--- src/dma_susp_map.svh ---
`ifndef DMA_SUSP_MAP_SVH
`define DMA_SUSP_MAP_SVH

// register offsets (word index == byte address / 4)
`define OFS_CTRL        8'h00
`define OFS_CHSEL       8'h04
`define OFS_CHCTRLA     8'h08
`define OFS_CHCTRLB     8'h0c
`define OFS_CHSTATUS    8'h10
`define OFS_CHINT       8'h14
`define OFS_STATUS      8'h18

// command field codes
`define CMD_NOACT       2'h0
`define CMD_SUSPEND     2'h1
`define CMD_RESUME      2'h2

// control B field positions
`define CB_EVACT_LSB    0
`define CB_EVIE_BIT     3
`define CB_EVOE_BIT     4
`define CB_TRIG_LSB     8
`define CB_CMD_LSB      16

// status / flag bit positions
`define ST_PEND_BIT     0
`define ST_BUSY_BIT     1
`define ST_SUSP_BIT     2
`define IF_SUSP_BIT     2
`define IE_SUSP_BIT     10

// event output pulse width, in clock cycles
`define EVOUT_WIDTH_CYC 1

`endif

--- src/dma_susp_pkg.sv ---
package dma_susp_pkg;

    // event input actions
    typedef enum logic [2:0] {
        EVACT_NOACT   = 3'h0,
        EVACT_TRIG    = 3'h1,
        EVACT_CTRIG   = 3'h2,
        EVACT_CBLOCK  = 3'h3,
        EVACT_SUSPEND = 3'h4,
        EVACT_RESUME  = 3'h5,
        EVACT_SSKIP   = 3'h6
    } evact_e;

    // channel run state, one-hot
    typedef enum logic [3:0] {
        CH_OFF  = 4'b0001,
        CH_RUN  = 4'b0010,
        CH_SUSP = 4'b0100,
        CH_STOP = 4'b1000
    } chstate_e;

endpackage

--- src/dma_susp_channel.sv ---
`include "dma_susp_map.svh"
module dma_susp_channel (
    input  wire logic        mclk,        // 100 MHz clock
    input  wire logic        reset_n,     // async reset, active low
    input  wire logic        clkEn,       // clock enable
    input  wire logic [7:0]  addr,        // register byte address
    input  wire logic [31:0] wdata,       // write data
    input  wire logic        wr,          // write strobe
    input  wire logic        rd,          // read strobe
    output logic [31:0]      rdata,       // read data, cycle after rd
    input  wire logic        evIn,        // event input, async
    input  wire logic        periphTrig,  // peripheral trigger
    input  wire logic        granted,     // arbiter grant to this channel
    input  wire logic        beatDone,    // bus access of a beat done
    input  wire logic        blockDone,   // block transfer done
    input  wire logic        wbDone,      // write-back stored
    input  wire logic        descFetch,   // descriptor fetched strobe
    input  wire logic        descValid,   // descriptor valid bit
    input  wire logic [1:0]  descBlkAct,  // descriptor block action
    input  wire logic [1:0]  descEvoSel,  // descriptor event output select
    output logic             arbReq,      // request to arbiter
    output logic             evAck,       // event acknowledge pulse
    output logic             evOut,       // event output pulse
    output logic             irq          // suspend interrupt request
);
    localparam logic [1:0] BLKACT_SUSP = 2'h2;

    dma_susp_pkg::chstate_e state;
    dma_susp_pkg::evact_e   evAct;
    logic        ctrlEn;
    logic        ctrlOn;
    logic        chEn;
    logic        evie;
    logic        evoe;
    logic [5:0]  trigSrc;
    logic [1:0]  cmd;
    logic        pend;
    logic        suspFlag;
    logic        suspIe;
    logic        fetchErr;
    logic        skipNext;
    logic        evHeld;
    logic        suspEvWait;
    logic        cblkOpen;
    logic        cblkAck;
    logic        trigArmed;
    logic [1:0]  evoSel;
    logic        evPulse;
    logic        ev;
    logic        suspReq;
    logic        doSusp;
    logic        blkSusp;
    logic        trigIn;
    logic        activeStop;
    logic        enterSusp;
    logic        resumeNow;
    logic        irqNext;

    // ---------------------------------------------------------------
    // event input and output
    // ---------------------------------------------------------------
    // resynchronised events only
    event_sync u_sync (
        .mclk     (mclk),
        .reset_n  (reset_n),
        .clkEn    (clkEn),
        .async_in (evIn),
        .pulse    (evPulse)
    );

    event_out_gen u_evo (
        .mclk      (mclk),
        .reset_n   (reset_n),
        .clkEn     (clkEn),
        .enable    (evoe),
        .sel       (evoSel),
        .beatDone  (beatDone & granted),
        .blockDone (blockDone & granted),
        .evOut     (evOut)
    );

    function automatic logic hit(input logic [7:0] a, input logic [7:0] ofs);
        hit = (a == ofs);
    endfunction

    assign ev = evPulse & evie & chEn;

    // block suspend unless skipped by command or held skip event
    assign blkSusp = blockDone & granted & (descBlkAct == BLKACT_SUSP);

    // suspend waits for current access to end
    assign suspReq = (cmd == `CMD_SUSPEND) | suspEvWait;
    assign doSusp = (suspReq & (~granted | beatDone) & ~skipNext)
                  | (blkSusp & ~skipNext & ~evHeld)
                  | (descFetch & ~descValid);
    assign enterSusp = doSusp & (state == dma_susp_pkg::CH_RUN);
    assign resumeNow = (state == dma_susp_pkg::CH_SUSP) &
                       ((cmd == `CMD_RESUME) |
                        (ev & (evAct == dma_susp_pkg::EVACT_RESUME ||
                               evAct == dma_susp_pkg::EVACT_SSKIP)));
    // active channel waits for write-back
    assign activeStop = ~granted | wbDone;

    always_comb begin
        trigIn = 1'b0;
        if (!ev || pend) begin
            trigIn = 1'b0;
        end else if (evAct == dma_susp_pkg::EVACT_TRIG && trigSrc == 6'h00) begin
            trigIn = 1'b1;
        end else if (evAct == dma_susp_pkg::EVACT_TRIG
                     || evAct == dma_susp_pkg::EVACT_CTRIG) begin
            trigIn = periphTrig | trigArmed;
        end
    end

    // ---------------------------------------------------------------
    // channel state machine
    // ---------------------------------------------------------------
    always_ff @(posedge mclk or negedge reset_n) begin
        if (!reset_n) begin
            state <= dma_susp_pkg::CH_OFF;
        end else if (clkEn) begin
            case (state)
                dma_susp_pkg::CH_OFF: begin
                    if (chEn && ctrlEn) begin
                        state <= dma_susp_pkg::CH_RUN;
                    end
                end
                dma_susp_pkg::CH_RUN: begin
                    if (!chEn || !ctrlEn) begin
                        state <= dma_susp_pkg::CH_STOP;
                    end else if (enterSusp) begin
                        state <= dma_susp_pkg::CH_SUSP;
                    end
                end
                dma_susp_pkg::CH_SUSP: begin
                    if (!chEn || !ctrlEn) begin
                        state <= dma_susp_pkg::CH_STOP;
                    end else if (resumeNow) begin
                        state <= dma_susp_pkg::CH_RUN;
                    end
                end
                dma_susp_pkg::CH_STOP: begin
                    if (activeStop) begin
                        state <= dma_susp_pkg::CH_OFF;
                    end
                end
                default: begin
                    state <= dma_susp_pkg::CH_OFF;
                end
            endcase
        end
    end

    // ---------------------------------------------------------------
    // configuration and command registers
    // ---------------------------------------------------------------
    // software abort via enable bits
    always_ff @(posedge mclk or negedge reset_n) begin
        if (!reset_n) begin
            ctrlEn  <= 1'b0;
            chEn    <= 1'b0;
            evAct   <= dma_susp_pkg::EVACT_NOACT;
            evie    <= 1'b0;
            evoe    <= 1'b0;
            trigSrc <= 6'h00;
            suspIe  <= 1'b0;
        end else if (clkEn) begin
            if (wr && hit(addr, `OFS_CTRL)) begin
                ctrlEn <= wdata[0];
            end
            if (wr && hit(addr, `OFS_CHCTRLA)) begin
                chEn <= wdata[0];
            end else if (!ctrlEn) begin
                chEn <= 1'b0;
            end
            if (wr && hit(addr, `OFS_CHCTRLB)) begin
                evAct   <= dma_susp_pkg::evact_e'(wdata[`CB_EVACT_LSB +: 3]);
                evie    <= wdata[`CB_EVIE_BIT];
                evoe    <= wdata[`CB_EVOE_BIT];
                trigSrc <= wdata[`CB_TRIG_LSB +: 6];
            end
            if (wr && hit(addr, `OFS_CHINT)) begin
                suspIe <= wdata[`IE_SUSP_BIT];
            end
        end
    end

    // command clears itself once acted on
    always_ff @(posedge mclk or negedge reset_n) begin
        if (!reset_n) begin
            cmd <= `CMD_NOACT;
        end else if (clkEn) begin
            if (wr && hit(addr, `OFS_CHCTRLB)) begin
                cmd <= wdata[`CB_CMD_LSB +: 2];
            end else if (state == dma_susp_pkg::CH_OFF || state == dma_susp_pkg::CH_STOP) begin
                cmd <= `CMD_NOACT;
            end else if (cmd == `CMD_SUSPEND && (enterSusp || skipNext)) begin
                cmd <= `CMD_NOACT;
            end else if (cmd == `CMD_RESUME) begin
                cmd <= `CMD_NOACT;
            end
        end
    end

    // resume before suspend skips next suspend
    always_ff @(posedge mclk or negedge reset_n) begin
        if (!reset_n) begin
            skipNext <= 1'b0;
        end else if (clkEn) begin
            if (state != dma_susp_pkg::CH_RUN) begin
                skipNext <= (state == dma_susp_pkg::CH_SUSP) ? 1'b0 : 1'b0;
            end else if (cmd == `CMD_RESUME) begin
                skipNext <= 1'b1;
            end else if ((suspReq && (~granted | beatDone)) || blkSusp) begin
                skipNext <= 1'b0;
            end
        end
    end

    // ---------------------------------------------------------------
    // event action state
    // ---------------------------------------------------------------
    // held events
    always_ff @(posedge mclk or negedge reset_n) begin
        if (!reset_n) begin
            suspEvWait <= 1'b0;
            evHeld     <= 1'b0;
            cblkOpen   <= 1'b0;
            cblkAck    <= 1'b0;
            trigArmed  <= 1'b0;
        end else if (clkEn) begin
            if (state != dma_susp_pkg::CH_RUN) begin
                suspEvWait <= 1'b0;
            end else if (ev && evAct == dma_susp_pkg::EVACT_SUSPEND) begin
                suspEvWait <= 1'b1;
            end
            if (state == dma_susp_pkg::CH_OFF) begin
                evHeld <= 1'b0;
            end else if (ev && evAct == dma_susp_pkg::EVACT_SSKIP
                         && state == dma_susp_pkg::CH_RUN) begin
                evHeld <= 1'b1;
            end else if (blkSusp) begin
                evHeld <= 1'b0;
            end
            if (state == dma_susp_pkg::CH_OFF || (blockDone && granted)) begin
                cblkOpen <= 1'b0;
            end else if (ev && evAct == dma_susp_pkg::EVACT_CBLOCK) begin
                cblkOpen <= 1'b1;
            end
            cblkAck <= cblkOpen & blockDone & granted;
            // peripheral trigger waits for an event when trigSrc is nonzero
            if (pend || state == dma_susp_pkg::CH_OFF) begin
                trigArmed <= 1'b0;
            end else if (periphTrig && evAct == dma_susp_pkg::EVACT_TRIG && trigSrc != 6'h00) begin
                trigArmed <= 1'b1;
            end
        end
    end

    always_ff @(posedge mclk or negedge reset_n) begin
        if (!reset_n) begin
            evAck <= 1'b0;
        end else if (clkEn) begin
            evAck <= trigIn
                   | (ev && (evAct == dma_susp_pkg::EVACT_RESUME))
                   | (ev && evAct == dma_susp_pkg::EVACT_SSKIP && state == dma_susp_pkg::CH_SUSP)
                   | (evHeld & blkSusp)
                   | (suspEvWait & (~granted | beatDone))
                   | cblkAck;
        end
    end

    // ---------------------------------------------------------------
    // pending, flags, interrupt
    // ---------------------------------------------------------------
    // pending still set while suspended
    always_ff @(posedge mclk or negedge reset_n) begin
        if (!reset_n) begin
            pend <= 1'b0;
        end else if (clkEn) begin
            if (trigIn && state != dma_susp_pkg::CH_OFF) begin
                pend <= 1'b1;
            end else if (state == dma_susp_pkg::CH_OFF || (granted && blockDone)) begin
                pend <= 1'b0;
            end
        end
    end

    always_ff @(posedge mclk or negedge reset_n) begin
        if (!reset_n) begin
            suspFlag <= 1'b0;
            fetchErr <= 1'b0;
        end else if (clkEn) begin
            if (enterSusp) begin
                suspFlag <= 1'b1;
            end else if ((wr && hit(addr, `OFS_CHINT) && wdata[`IF_SUSP_BIT])
                         || (resumeNow && ev)) begin
                suspFlag <= 1'b0;
            end
            if (enterSusp && descFetch && !descValid) begin
                fetchErr <= 1'b1;
            end else if (wr && hit(addr, `OFS_STATUS) && wdata[0]) begin
                fetchErr <= 1'b0;
            end
        end
    end

    assign irqNext = suspFlag & suspIe;

    always_ff @(posedge mclk or negedge reset_n) begin
        if (!reset_n) begin
            irq    <= 1'b0;
            arbReq <= 1'b0;
            ctrlOn <= 1'b0;
            evoSel <= 2'h0;
        end else if (clkEn) begin
            irq    <= irqNext;
            arbReq <= (state == dma_susp_pkg::CH_RUN) & pend & ctrlEn
                    & ~(evAct == dma_susp_pkg::EVACT_CBLOCK & ~cblkOpen);
            ctrlOn <= ctrlEn | (state != dma_susp_pkg::CH_OFF);
            if (descFetch) begin
                evoSel <= descEvoSel;
            end
        end
    end

    // ---------------------------------------------------------------
    // read port
    // ---------------------------------------------------------------
    // enables read back running state
    always_ff @(posedge mclk or negedge reset_n) begin
        if (!reset_n) begin
            rdata <= 32'h00000000;
        end else if (clkEn) begin
            if (!rd) begin
                rdata <= 32'h00000000;
            end else if (hit(addr, `OFS_CTRL)) begin
                rdata <= {31'h0, ctrlOn};
            end else if (hit(addr, `OFS_CHCTRLA)) begin
                rdata <= {31'h0, state != dma_susp_pkg::CH_OFF};
            end else if (hit(addr, `OFS_CHCTRLB)) begin
                rdata <= {14'h0, cmd, 2'h0, trigSrc, 3'h0, evoe, evie, evAct};
            end else if (hit(addr, `OFS_CHSTATUS)) begin
                rdata <= {29'h0, state == dma_susp_pkg::CH_SUSP, granted, pend};
            end else if (hit(addr, `OFS_CHINT)) begin
                rdata <= {21'h0, suspIe, 7'h0, suspFlag, 2'h0};
            end else if (hit(addr, `OFS_STATUS)) begin
                rdata <= {31'h0, fetchErr};
            end else begin
                rdata <= 32'h00000000;
            end
        end
    end
endmodule

--- src/event_sync.sv ---
// two-flop synchroniser plus rising-edge pulse for an outside event line
module event_sync (
    input  wire logic mclk,      // clock
    input  wire logic reset_n,   // async reset, active low
    input  wire logic clkEn,     // clock enable
    input  wire logic async_in,  // raw event line
    output logic      pulse      // one-cycle pulse on rising edge
);
    logic meta;
    logic stable;
    logic last;

    // ---------------------------------------------------------------
    // synchroniser
    // ---------------------------------------------------------------
    // meta is read only by stable
    always_ff @(posedge mclk or negedge reset_n) begin
        if (!reset_n) begin
            meta   <= 1'b0;
            stable <= 1'b0;
            last   <= 1'b0;
        end else if (clkEn) begin
            meta   <= async_in;
            stable <= meta;
            last   <= stable;
        end
    end

    assign pulse = stable & ~last & clkEn;
endmodule

--- src/event_out_gen.sv ---
// one-cycle event output after beat or block
module event_out_gen (
    input  wire logic mclk,       // clock
    input  wire logic reset_n,    // async reset, active low
    input  wire logic clkEn,      // clock enable
    input  wire logic enable,     // event output enable
    input  wire logic [1:0] sel,  // 0 none, 1 block, 2 beat
    input  wire logic beatDone,   // beat finished
    input  wire logic blockDone,  // block finished
    output logic      evOut       // registered pulse
);
    // ---------------------------------------------------------------
    // pulse register
    // ---------------------------------------------------------------
    // width is one cycle since the strobes are themselves single-cycle
    always_ff @(posedge mclk or negedge reset_n) begin
        if (!reset_n) begin
            evOut <= 1'b0;
        end else if (clkEn) begin
            evOut <= enable & ((sel == 2'h1 & blockDone) | (sel == 2'h2 & beatDone));
        end
    end
endmodule

--- config.mk ---
export PLATFORM = sky130hd
export DESIGN_NAME = dma_susp_channel
export DESIGN_NICKNAME = d
export VERILOG_FILES = /design/src/dma_susp_pkg.sv /design/src/dma_susp_channel.sv /design/src/event_sync.sv /design/src/event_out_gen.sv
export VERILOG_INCLUDE_DIRS = /design/src
export SDC_FILE = /design/constraint.sdc
export NUM_CORES = 1
export LEC_CHECK = 0
export ABC_AREA = 1
export BUFFER_PORTS_ARGS = -buffer_cell sky130_fd_sc_hd__buf_2
export CAP_MARGIN = 10
export CORE_MARGIN = 5
export CORE_UTILIZATION = 55
export CTS_BUF_LIST = sky130_fd_sc_hd__clkbuf_8
export CTS_CLUSTER_SIZE = 24
export DETAILED_ROUTE_END_ITERATION = 7
export GPL_TIMING_DRIVEN = 0
export PLACE_DENSITY_LB_ADDON = 0.2
export SKIP_CTS_REPAIR_TIMING = 1
export SYNTH_ARGS = -nofsm -noshare
export SYNTH_HDL_FRONTEND = slang
export SYNTH_HIERARCHICAL = 1
export SYNTH_SLANG_ARGS = --single-unit
--- constraint.sdc ---
create_clock -name mclk -period 2.4 [get_ports mclk]
set_input_delay 0.36 -clock mclk [delete_from_list [all_inputs] [get_ports mclk]]
set_output_delay 0.36 -clock mclk [all_outputs]
set_load 0.02 [all_outputs]
==> results.py, run 1 <==
metrics = {
    "drt": {
        "drt_pre_antenna_iters": 4,
        "met3_length_um": 617,
        "via_count": 2588,
        "avgRoutedWirePerCell_um": 13.1,
        "drtIter0Drc": 155,
        "wirelength_um": 6730,
        "wl_met2_um": 3160,
        "top_signal_layer_used": "met4",
        "drt-met1-wl_um": 2810,
        "drtAntennaViolNets": 0,
        "via_per_inst": 5.04,
        "drc_errors": 0,
    },
    "yosys": {
        "async_flop_share_pct": 100,
        "netlist_area_um2": 2820,
        "synth_edf_count": 0,
        "synth_top_area_share_pct": 45.3,
        "synthCells": 361,
        "yosys-top-cells-count": "nand2_1 (76), inv_1 (55), dfrtp_1 (51), nor2_1 (32), nand3_1 (27)",
        "synth.area.top_cells": "dfrtp_1 (45%), nand2_1 (10%), inv_1 (7.3%)",
        "synth_top_cell_by_area": "dfrtp_1",
        "ys_warn_count": 6,
        "synth_cell_types": 40,
        "seq_area_frac_synth_pct": 46.2,
        "synth_top_flop_cell": "dfrtp_1",
        "yosysMostFrequentCell": "nand2_1",
        "synth-seq-cells": 52,
        "avgSynthCellArea_um2": 7.81,
    },
    "cts": {
        "cts.sink_count": 52,
        "cts_made_buffers": 5,
        "clk_latency_ns": 0.31,
        "clk_root_buffer_cell": "clkbuf_8",
        "cts_htree_levels": 2,
        "cts_tree": "built",
        "cts.reportedPaths.clkPinSlew_ns": 0.09,
        "clk_path_buf_depth": 2,
    },
    "timing": {
        "fmax_mhz": 626,
        "fin_crit_sh_pct": 66.5,
        "tns_ns": 0,
        "tightest_slew_ns": 0.625,
        "slew_headroom_pct": 58.4,
        "worst_slack_ns": 0.804,
        "setup_violations": 0,
        "rsz0062_at_grt": "false",
        "finalMaxSlewViolations": 0,
        "fin_crit_ns": 1.60,
        "hold_viol_final": 0,
        "skew_ns": 0.0163,
    },
    "worst_setup_path": {
        "cp_slowest_cell": "dfrtp_1",
        "path_class": "flip-flop to flip-flop",
        "endpoint_kind": "flip-flop",
        "critPathMaxFanout": 7,
        "crit_chain": "nand2_1 > nor2_2 > nand3_1 > nor2_1 > a21oi_1 > nand3_1 > nand2_2 > inv_2 > nand2_4 > nand2_1 > o21ai_1",
        "max_stage_delay_ns": 0.36,
        "worst_setup_path_start_kind": "flip-flop",
        "worst_ep_arrival_time_ns": 1.78,
        "r2r_slack_ns": 0.80,
        "required_ns": 2.59,
    },
    "power": {
        "pwr_density_cell_nw_per_um2": 589,
        "leakagePower_nw": 1.87,
        "vdd.ir_drop.worst_mv": 0.342,
        "p_total_w": 0.00198,
    },
    "global_routing": {
        "grt_max_degree": 53,
        "grt_pass1_wl_um": 11200,
        "overflow": 0,
        "gr-usage-all-layers_pct": 21.7,
        "grt_pass1_vias": 2483,
        "grt_antenna_before_repair": 0,
    },
    "outcome": {
        "outcome": "finished, final reports clean",
    },
    "floorplan": {
        "fp-row-count": 26,
        "die_h_um": 81.6,
        "die-area_um2": 6660,
        "initial_utilization_pct": 55.9,
        "core_area_um2": 5040,
        "die_w_um": 81.6,
        "io_pins": 93,
    },
    "min_path": {
        "min_path_type": "primary input to flip-flop",
    },
    "placed_design": {
        "dpl_worst_slack_ns": 0.525,
        "routabilityCongestion": 0.869,
        "io_buffers": 54,
        "hpwlAfterDp_um": 5200,
        "dpl_cell_area_um2": 3250,
    },
    "cells_and_area": {
        "syn_to_final_growth_pct": 19.2,
        "nets": 499,
        "finish.instance_area_um2": 3360,
        "drive_gt1_share_pct": 24.2,
        "antenna_cells": 0,
    },
    "job": {
        "drv_cap": 0,
    },
}
-- cells by family (layout without fill, tap and decap cells) --
family,Yosys count,count (layout),share of synthesized area [%]
compound gates,60,60,12.0
buf+inv,83,147,14.2
simple gates,163,163,26.7
mux,2,2,0.799
flops,52,52,46.2
other cells,1,19,0.133
-- report_power, final --
group | switching, W | internal [W] | total [W]
Sequential | 0.0000578 | 0.000958 | 0.00102
Clock | 0.000290 | 0.000204 | 0.000494
Combinational | 0.000299 | 0.000172 | 0.000471
Total | 0.000647 | 0.00133 | 0.00198
-- through the flow --
step	hold slack [ns]	util [%]	std cells
final	0.246	66.7	513
after global routing	0.276	66.7	513
after CTS	0.241	66.1	511
after detailed placement	0.459	64.4	503
after global placement	0.452	64.4	503
after floorplan	0.0644	-	379
-- cell type report --
| type | count | area [µm²] |
|---|---|---|
| fillers | 460 | 1680 |
| flip-flops and latches | 52 | 1300 |
| multi-input cells | 244 | 1180 |
| repair buffers | 56 | 300 |
| inverters | 58 | 219 |
| plain buffers | 25 | 181 |
| well taps | 70 | 87.6 |
| clock buffers | 5 | 68.8 |
| clock inverters | 3 | 17.5 |
-- per-layer routing --
metal | GRT usage (%) | vias to the layer above
met3 | 5.70 | 14
met1 | 27.9 | 1188
li1 | - | 1284
met4 | 7.31 | 0
met2 | 35.5 | 102
met5 | 0 | -
-- sequential cells by signal, summed over array words and instances (netlist names), 2 cells and up --
signal	cells
evoSel	2
rdata	13
evAct	3
cmd	2
trigSrc	6
state	4
-- cells in the final DEF (no fill, tap or decap), types with 5 or more instances in the layout --
cell type  netlist  layout
nand2_1         76      76
inv_1           55      56
buf_2            1      55
dfrtp_1         51      51
nor2_1          32      32
nand3_1         27      27
o21ai_0         21      21
a21oi_1         20      20
buf_4           19      19
conb_1           1      19
o22ai_1          5       5
clkbuf_8         0       5
-- critical path: cells and delay by family, from the launching register on --
kind	cells	cell delay [ns]
and+or+nand+nor	8	0.86
AOI/OAI and AO/OA	2	0.18
buffers and inverters	1	0.07
DFF	1	0.36
-- path summary, 6_finish.rpt --
path                                            from  cells past startpoint                      end
min                                             evIn                      3  u_sync/meta$_DFFE_PN0P_
min reg2reg                  u_sync/meta$_DFFE_PN0P_                      2  u_sync/meta$_DFFE_PN0P_
max                        u_sync/stable$_DFFE_PN0P_                     11     state[3]$_DFFE_PN0P_
max reg2reg                u_sync/stable$_DFFE_PN0P_                     11     state[3]$_DFFE_PN0P_
min in group asynchronous                    reset_n                      2     state[1]$_DFFE_PN0P_
max in group asynchronous                    reset_n                      3     suspFlag$_DFFE_PN0P_
(Power assumes the default switching activity.)
==> run 2: changes to the inputs <==
--- a/config.mk
+++ b/config.mk
@@ -6,11 +6,11 @@
 export SDC_FILE = /design/constraint.sdc
 export NUM_CORES = 1
 export LEC_CHECK = 0
-export ABC_AREA = 1
+export ABC_AREA = 0
 export BUFFER_PORTS_ARGS = -buffer_cell sky130_fd_sc_hd__buf_2
 export CAP_MARGIN = 10
 export CORE_MARGIN = 5
-export CORE_UTILIZATION = 55
+export CORE_UTILIZATION = 52
 export CTS_BUF_LIST = sky130_fd_sc_hd__clkbuf_8
 export CTS_CLUSTER_SIZE = 24
 export DETAILED_ROUTE_END_ITERATION = 7
==> constraint.sdc (replaced) <==
create_clock -name mclk -period 1.5 [get_ports mclk]
set_input_delay 0.225 -clock mclk [delete_from_list [all_inputs] [get_ports mclk]]
set_output_delay 0.225 -clock mclk [all_outputs]
set_load 0.02 [all_outputs]
==> run 2 against run 1 <==
  * The flow now finishes with violations (setup timing)
  * Worst setup slack worse by 1.3 ns
  * Sequential power rose by 65%
  * Final area rose by 12%
  * Critical path type unchanged
  * Largest power group unchanged
==> results.py, run 2 <==
metrics = {
    "cells_and_area": {
        "finish.instance_area_um2": 3760,
        "nets": 407,
        "top_regs": "rdata x13, trigSrc x6, state x4",
        "drive_gt1_share_pct": 46.2,
        "largest_reg_flops": 13,
        "antenna_cells": 0,
        "top_register": "rdata",
        "final_common_cell": "buf_2",
        "syn_to_final_growth_pct": 39.1,
        "most-common-layout-cells": "buf_2 (52), dfrtp_1 (50), buf_4 (29)",
    },
    "timing": {
        "rsz0062_at_grt": "true",
        "hold_viol_final": 0,
        "slew_headroom_pct": 62.7,
        "holdWs_ns": 0.128,
        "setup_violations": 22,
        "tightest_slew_ns": 0.560,
        "finalMaxSlewViolations": 0,
        "worst_slack_ns": -0.518,
        "fmax_mhz": 496,
        "skew_ns": 0.00838,
        "fin_crit_sh_pct": 135,
        "fin_crit_ns": 2.02,
    },
    "global_routing": {
        "overflow": 0,
        "grt_pass1_wl_um": 10400,
        "met3_usage_pct": 4.23,
        "gr-usage-met1_pct": 29.3,
        "gr-usage-all-layers_pct": 20.6,
        "grt_pass1_vias": 2149,
        "grt_max_degree": 53,
        "met2_usage_pct": 30.9,
        "busiest_layer": "met2",
        "grt_antenna_before_repair": 0,
    },
    "yosys": {
        "synth_cell_types": 59,
        "synth-seq-cells": 52,
        "async_flop_share_pct": 100,
        "synth_top_flop_cell": "dfrtp_1",
        "seq_area_frac_synth_pct": 48.2,
        "synth_top_area_share_pct": 47.2,
        "yosysMostFrequentCell": "dfrtp_1",
        "ys_warn_count": 6,
        "netlist_area_um2": 2700,
        "synth.area.top_cells": "dfrtp_1 (47%), mux2_2 (7.9%), buf_4 (5.3%)",
        "yosys-top-cells-count": "dfrtp_1 (51), nand2_1 (21), buf_4 (19), mux2_2 (19), o21ai_0 (17)",
        "synthCells": 254,
        "avgSynthCellArea_um2": 10.6,
        "synth_edf_count": 0,
        "synth_top_cell_by_area": "dfrtp_1",
    },
    "worst_setup_path": {
        "worst_ep_arrival_time_ns": 2.27,
        "critPathMaxFanout": 2,
        "required_ns": 1.75,
        "cp_slowest_cell": "or4_4",
        "endpoint_kind": "flip-flop",
        "path_class": "flip-flop to flip-flop",
        "max_stage_delay_ns": 0.55,
        "crit_chain": "or4_4 > or4b_4 > a211oi_2 > o21ai_1 > a21oi_1",
        "worst_setup_path_start_kind": "flip-flop",
    },
    "placed_design": {
        "routabilityCongestion": 0.901,
        "io_buffers": 53,
        "dpl_cell_area_um2": 3260,
        "dpl_worst_slack_ns": -0.584,
        "hpwlAfterDp_um": 4790,
    },
    "power": {
        "vdd.ir_drop.worst_mv": 0.667,
        "pwr_density_cell_nw_per_um2": 1070,
        "leakagePower_nw": 1.79,
    },
    "floorplan": {
        "die-area_um2": 6740,
        "die_w_um": 82.1,
        "fp-row-count": 26,
        "core_area_um2": 5070,
        "die_h_um": 82.1,
        "io_pins": 93,
        "initial_utilization_pct": 53.3,
    },
    "cts": {
        "cts_made_buffers": 5,
        "clk_root_buffer_cell": "clkbuf_8",
        "clk_path_buf_depth": 2,
        "cts.reportedPaths.clkPinSlew_ns": 0.10,
        "cts.sink_count": 52,
        "cts_htree_levels": 2,
        "cts_tree": "built",
        "clk_latency_ns": 0.32,
    },
    "drt": {
        "wirelength_um": 7160,
        "via_per_inst": 5.63,
        "via_count": 2369,
        "drtIter0Drc": 215,
        "avgRoutedWirePerCell_um": 17.0,
        "drtAntennaViolNets": 0,
        "drt_pre_antenna_iters": 4,
        "drc_errors": 0,
    },
    "min_path": {
        "min_path_type": "primary input to flip-flop",
    },
    "outcome": {
        "outcome": "finished, violations left",
        "violations": "setup timing",
    },
    "job": {
        "drv_cap": 0,
    },
}
[run 2: changes by cell type in the layout (fill, tap and decap cells not counted), sizes merged, moves of 16 or more]
cell,previous run,this run
nor2,37,11
nand3,30,4
a21oi,20,4
nand2,81,21
buf,78,95
mux2,2,19
inv,58,8
[run 2: area by class of cell]
cell class              instances  area, µm²
clock inverters                 3       38.8
plain buffers                  27        205
flip-flops and latches         52       1300
well taps                      70       87.6
inverters                       8       30.0
clock buffers                   5       68.8
fillers                       349       1320
multi-input cells             182       1520
repair buffers                 74        504
[run 2: stage by stage]
stage          total power [W]  util [%]  setup TNS [ns]  std cells
6_report               0.00403      74.1           -3.77        421
5_1_grt                0.00420      74.1           -4.98        421
4_1_cts                0.00354      66.4           -6.24        403
3_5_place_dp           0.00260      64.3          -14.87        395
3_3_place_gp           0.00259      64.3          -14.23        395
2_1_floorplan          0.00235         -           -5.23        272
[run 2: cell families after synthesis]
| group | after synthesis | synth area share (%) |
|---|---|---|
| mux | 22 | 9.02 |
| flops | 52 | 48.2 |
| simple gates | 75 | 16.8 |
| other cells | 1 | 0.139 |
| xor+xnor | 2 | 0.648 |
| buf+inv | 38 | 7.96 |
| compound gates | 64 | 17.3 |
[run 2: final timing paths]
check,start,endpoint,slack (ns),cells after the start
hold / removal,wdata[17],cmd[1]$_DFFE_PN0P_,0.13,3
min in group asynchronous,reset_n,evAct[1]$_DFFE_PN0P_,0.39,2
max in group asynchronous,reset_n,evoSel[0]$_DFFE_PN0P_,0.56,3
setup / recovery,trigSrc[3]$_DFFE_PN0P_,evAck$_DFFE_PN0P_,-0.52,5
hold reg to reg,rdata[0]$_DFFE_PN0P_,rdata[0]$_DFFE_PN0P_,0.51,2
setup reg to reg,trigSrc[3]$_DFFE_PN0P_,evAck$_DFFE_PN0P_,-0.52,5
[run 2: power breakdown]
part / switching (W) / internal, W
Clock: 0.000479 / 0.000489
Combinational: 0.000671 / 0.000710
Sequential: 0.000148 / 0.00153
Total: 0.00130 / 0.00273
[run 2: routing by layer]
metal / share of wire, % / vias to the layer above
li1: - / 1093
met1: 44 / 1163
met2: 48 / 98
met3: 6.4 / 15
met4: 2.4 / 0
met5: 0 / -
[run 2: worst max-delay path, delay by kind of cell (launching register included)]
family	cells	cell delay, ns
AND/OR/NAND/NOR	2	1.05
flip-flops	1	0.39
AO/OA/AOI/OAI	3	0.53
==> run 3: changes to the inputs <==
==> constraint.sdc (replaced) <==
create_clock -name mclk -period 1.5 [get_ports mclk]
set_input_delay 0.075 -clock mclk [delete_from_list [all_inputs] [get_ports mclk]]
set_output_delay 0.075 -clock mclk [all_outputs]
set_load 0.02 [all_outputs]
==> run 3 against run 2 <==
  * The flow finishes with violations (hold timing, setup timing)
  * Via count rose by 0.30%
  * Combinational power up 11%
  * Wire length fell by 1.9%
  * Critical path depth did not move
  * Sequential power fell by 2%
  * Register-to-register slack worse by 0.07 ns
  * Clock power fell by 13%
  * Non-clock buffer count up 19
  * Core utilization grew 0.91 points
  * Die area unchanged
  * Sequential cell count did not move
  * Fmax shrank 3.3%
==> results.py, run 3 (synthesis gave the netlist of run 2 again) <==
metrics = {
    "timing": {
        "finalMaxSlewViolations": 0,
        "setup_violations": 16,
        "skew_ns": 0.00423,
        "fin_crit_ns": 2.09,
        "rsz0062_at_grt": "true",
        "worst_slack_ns": -0.588,
        "fmax_mhz": 479,
        "hold_viol_final": 2,
        "fin_crit_sh_pct": 139,
        "tns_ns": -2.60,
        "slew_headroom_pct": 63.5,
        "tightest_slew_ns": 0.548,
        "holdWs_ns": -0.00357,
    },
    "cts": {
        "clk_latency_ns": 0.31,
        "clk_path_buf_depth": 2,
        "cts.reportedPaths.clkPinSlew_ns": 0.09,
        "cts_htree_levels": 2,
        "clk_root_buffer_cell": "clkbuf_8",
        "cts_made_buffers": 5,
        "cts.sink_count": 52,
        "cts_tree": "built",
    },
    "worst_setup_path": {
        "required_ns": 1.75,
        "worst_ep_arrival_time_ns": 2.34,
        "endpoint": "pend$_DFFE_PN0P_",
        "r2r-start": "trigSrc[1]$_DFFE_PN0P_",
        "r2r_end": "pend$_DFFE_PN0P_",
        "reg2reg_depth": 5,
        "endpoint_kind": "flip-flop",
        "critPathMaxFanout": 2,
        "worst_setup_path_start_kind": "flip-flop",
        "worstSetupStartpoint": "trigSrc[1]$_DFFE_PN0P_",
        "r2r_slack_ns": -0.59,
        "path_class": "flip-flop to flip-flop",
    },
    "cells_and_area": {
        "finish.instance_area_um2": 3810,
        "nets": 426,
        "top_regs": "rdata x13, trigSrc x6, state x4",
        "fin_util_pct": 75.0,
        "final_common_cell": "buf_2",
        "drive_gt1_share_pct": 45.1,
        "top_register": "rdata",
        "most-common-layout-cells": "buf_2 (53), dfrtp_1 (48), buf_4 (38)",
        "syn_to_final_growth_pct": 40.8,
        "antenna_cells": 0,
        "largest_reg_flops": 13,
    },
    "global_routing": {
        "met3_usage_pct": 4.01,
        "gr-usage-met1_pct": 26.6,
        "grt_max_degree": 53,
        "busiest_layer": "met2",
        "grt_pass1_vias": 2218,
        "gr-usage-all-layers_pct": 20.6,
        "grt_pass1_wl_um": 10500,
        "grt_antenna_before_repair": 0,
        "overflow": 0,
        "met2_usage_pct": 34.2,
    },
    "placed_design": {
        "routabilityCongestion": 0.872,
        "io_buffers": 53,
        "dpl_cell_area_um2": 3230,
        "hpwlAfterDp_um": 4760,
    },
    "outcome": {
        "violations": "hold timing, setup timing",
        "outcome": "finished, violations left",
    },
    "power": {
        "leakagePower_nw": 1.83,
        "pwr_density_cell_nw_per_um2": 1050,
        "vdd.ir_drop.worst_mv": 0.848,
    },
    "drt": {
        "drtIter0Drc": 130,
        "wirelength_um": 7020,
        "via_count": 2376,
        "drtAntennaViolNets": 0,
        "drt_pre_antenna_iters": 4,
        "avgRoutedWirePerCell_um": 15.9,
        "drc_errors": 0,
        "via_per_inst": 5.40,
    },
    "floorplan": {
        "die-area_um2": 6740,
        "die_w_um": 82.1,
        "io_pins": 93,
        "core_area_um2": 5070,
        "initial_utilization_pct": 53.3,
        "fp-row-count": 26,
        "die_h_um": 82.1,
    },
    "min_path": {
        "min_path_type": "primary input to flip-flop",
    },
    "job": {
        "drv_cap": 0,
    },
}
[run 3: changes by cell type in the layout (fill, tap and decap cells not counted), sizes merged]
cell and delta:
dlygate4sd3 +10, buf +9, bufinv -1, clkbuf +1, clkinv +1, inv -1
[run 3: worst max-delay path, stage by stage, from the launching register on]
cell	delay (ns)
dfrtp_1	0.41
or4_4	0.54
or4b_4	0.55
a211oi_4	0.28
buf_4	0.15
a22o_1	0.10
[run 3: worst min path at each step]
stage	startpoint	to	slack, ns	cells after the start
floorplan	reset_n	arbReq$_DFFE_PN0P_	-0.22	0
global placement	wdata[17]	cmd[1]$_DFFE_PN0P_	0.28	3
detailed placement	wdata[17]	cmd[1]$_DFFE_PN0P_	0.28	3
CTS	wdata[17]	cmd[1]$_DFFE_PN0P_	-0.04	3
global route	wdata[12]	trigSrc[4]$_DFFE_PN0P_	0.0005	2
finish	wdata[12]	trigSrc[4]$_DFFE_PN0P_	-0.004	2
[run 3: layout make-up]
| type | instances | area, µm² |
|---|---|---|
| well taps | 70 | 87.6 |
| fillers | 362 | 1270 |
| clock inverters | 2 | 10.0 |
| inverters | 8 | 30.0 |
| clock buffers | 6 | 82.6 |
| repair buffers | 91 | 638 |
| multi-input cells | 182 | 1430 |
| flip-flops and latches | 52 | 1310 |
| plain buffers | 29 | 219 |
[run 3: power breakdown]
group,internal [W],switching (W),leakage (nW),total (W)
Combinational,0.000848,0.000685,1.10,0.00153
Clock,0.000369,0.000469,0.0510,0.000839
Sequential,0.00153,0.000110,0.685,0.00164
Total,0.00274,0.00126,1.83,0.00401
[run 3: per-stage QoR]
stage | hold slack [ns] | total power, W | cells | worst slack (ns)
2_1_floorplan | -0.221 | 0.00235 | 272 | -0.365
3_3_place_gp | 0.278 | 0.00258 | 395 | -0.510
3_5_place_dp | 0.285 | 0.00260 | 395 | -0.548
4_1_cts | -0.0367 | 0.00343 | 403 | -0.570
5_1_grt | 0.000520 | 0.00419 | 440 | -0.637
6_report | -0.00357 | 0.00401 | 440 | -0.588
[run 3: per-layer routing]
layer / wire length [µm] / part of all wire (%) / vias up
met4: 129 / 1.8 / 0
met1: 2920 / 42 / 1165
met2: 3520 / 50 / 74
met3: 455 / 6.5 / 12
met5: 0 / 0 / -
li1: - / - / 1125
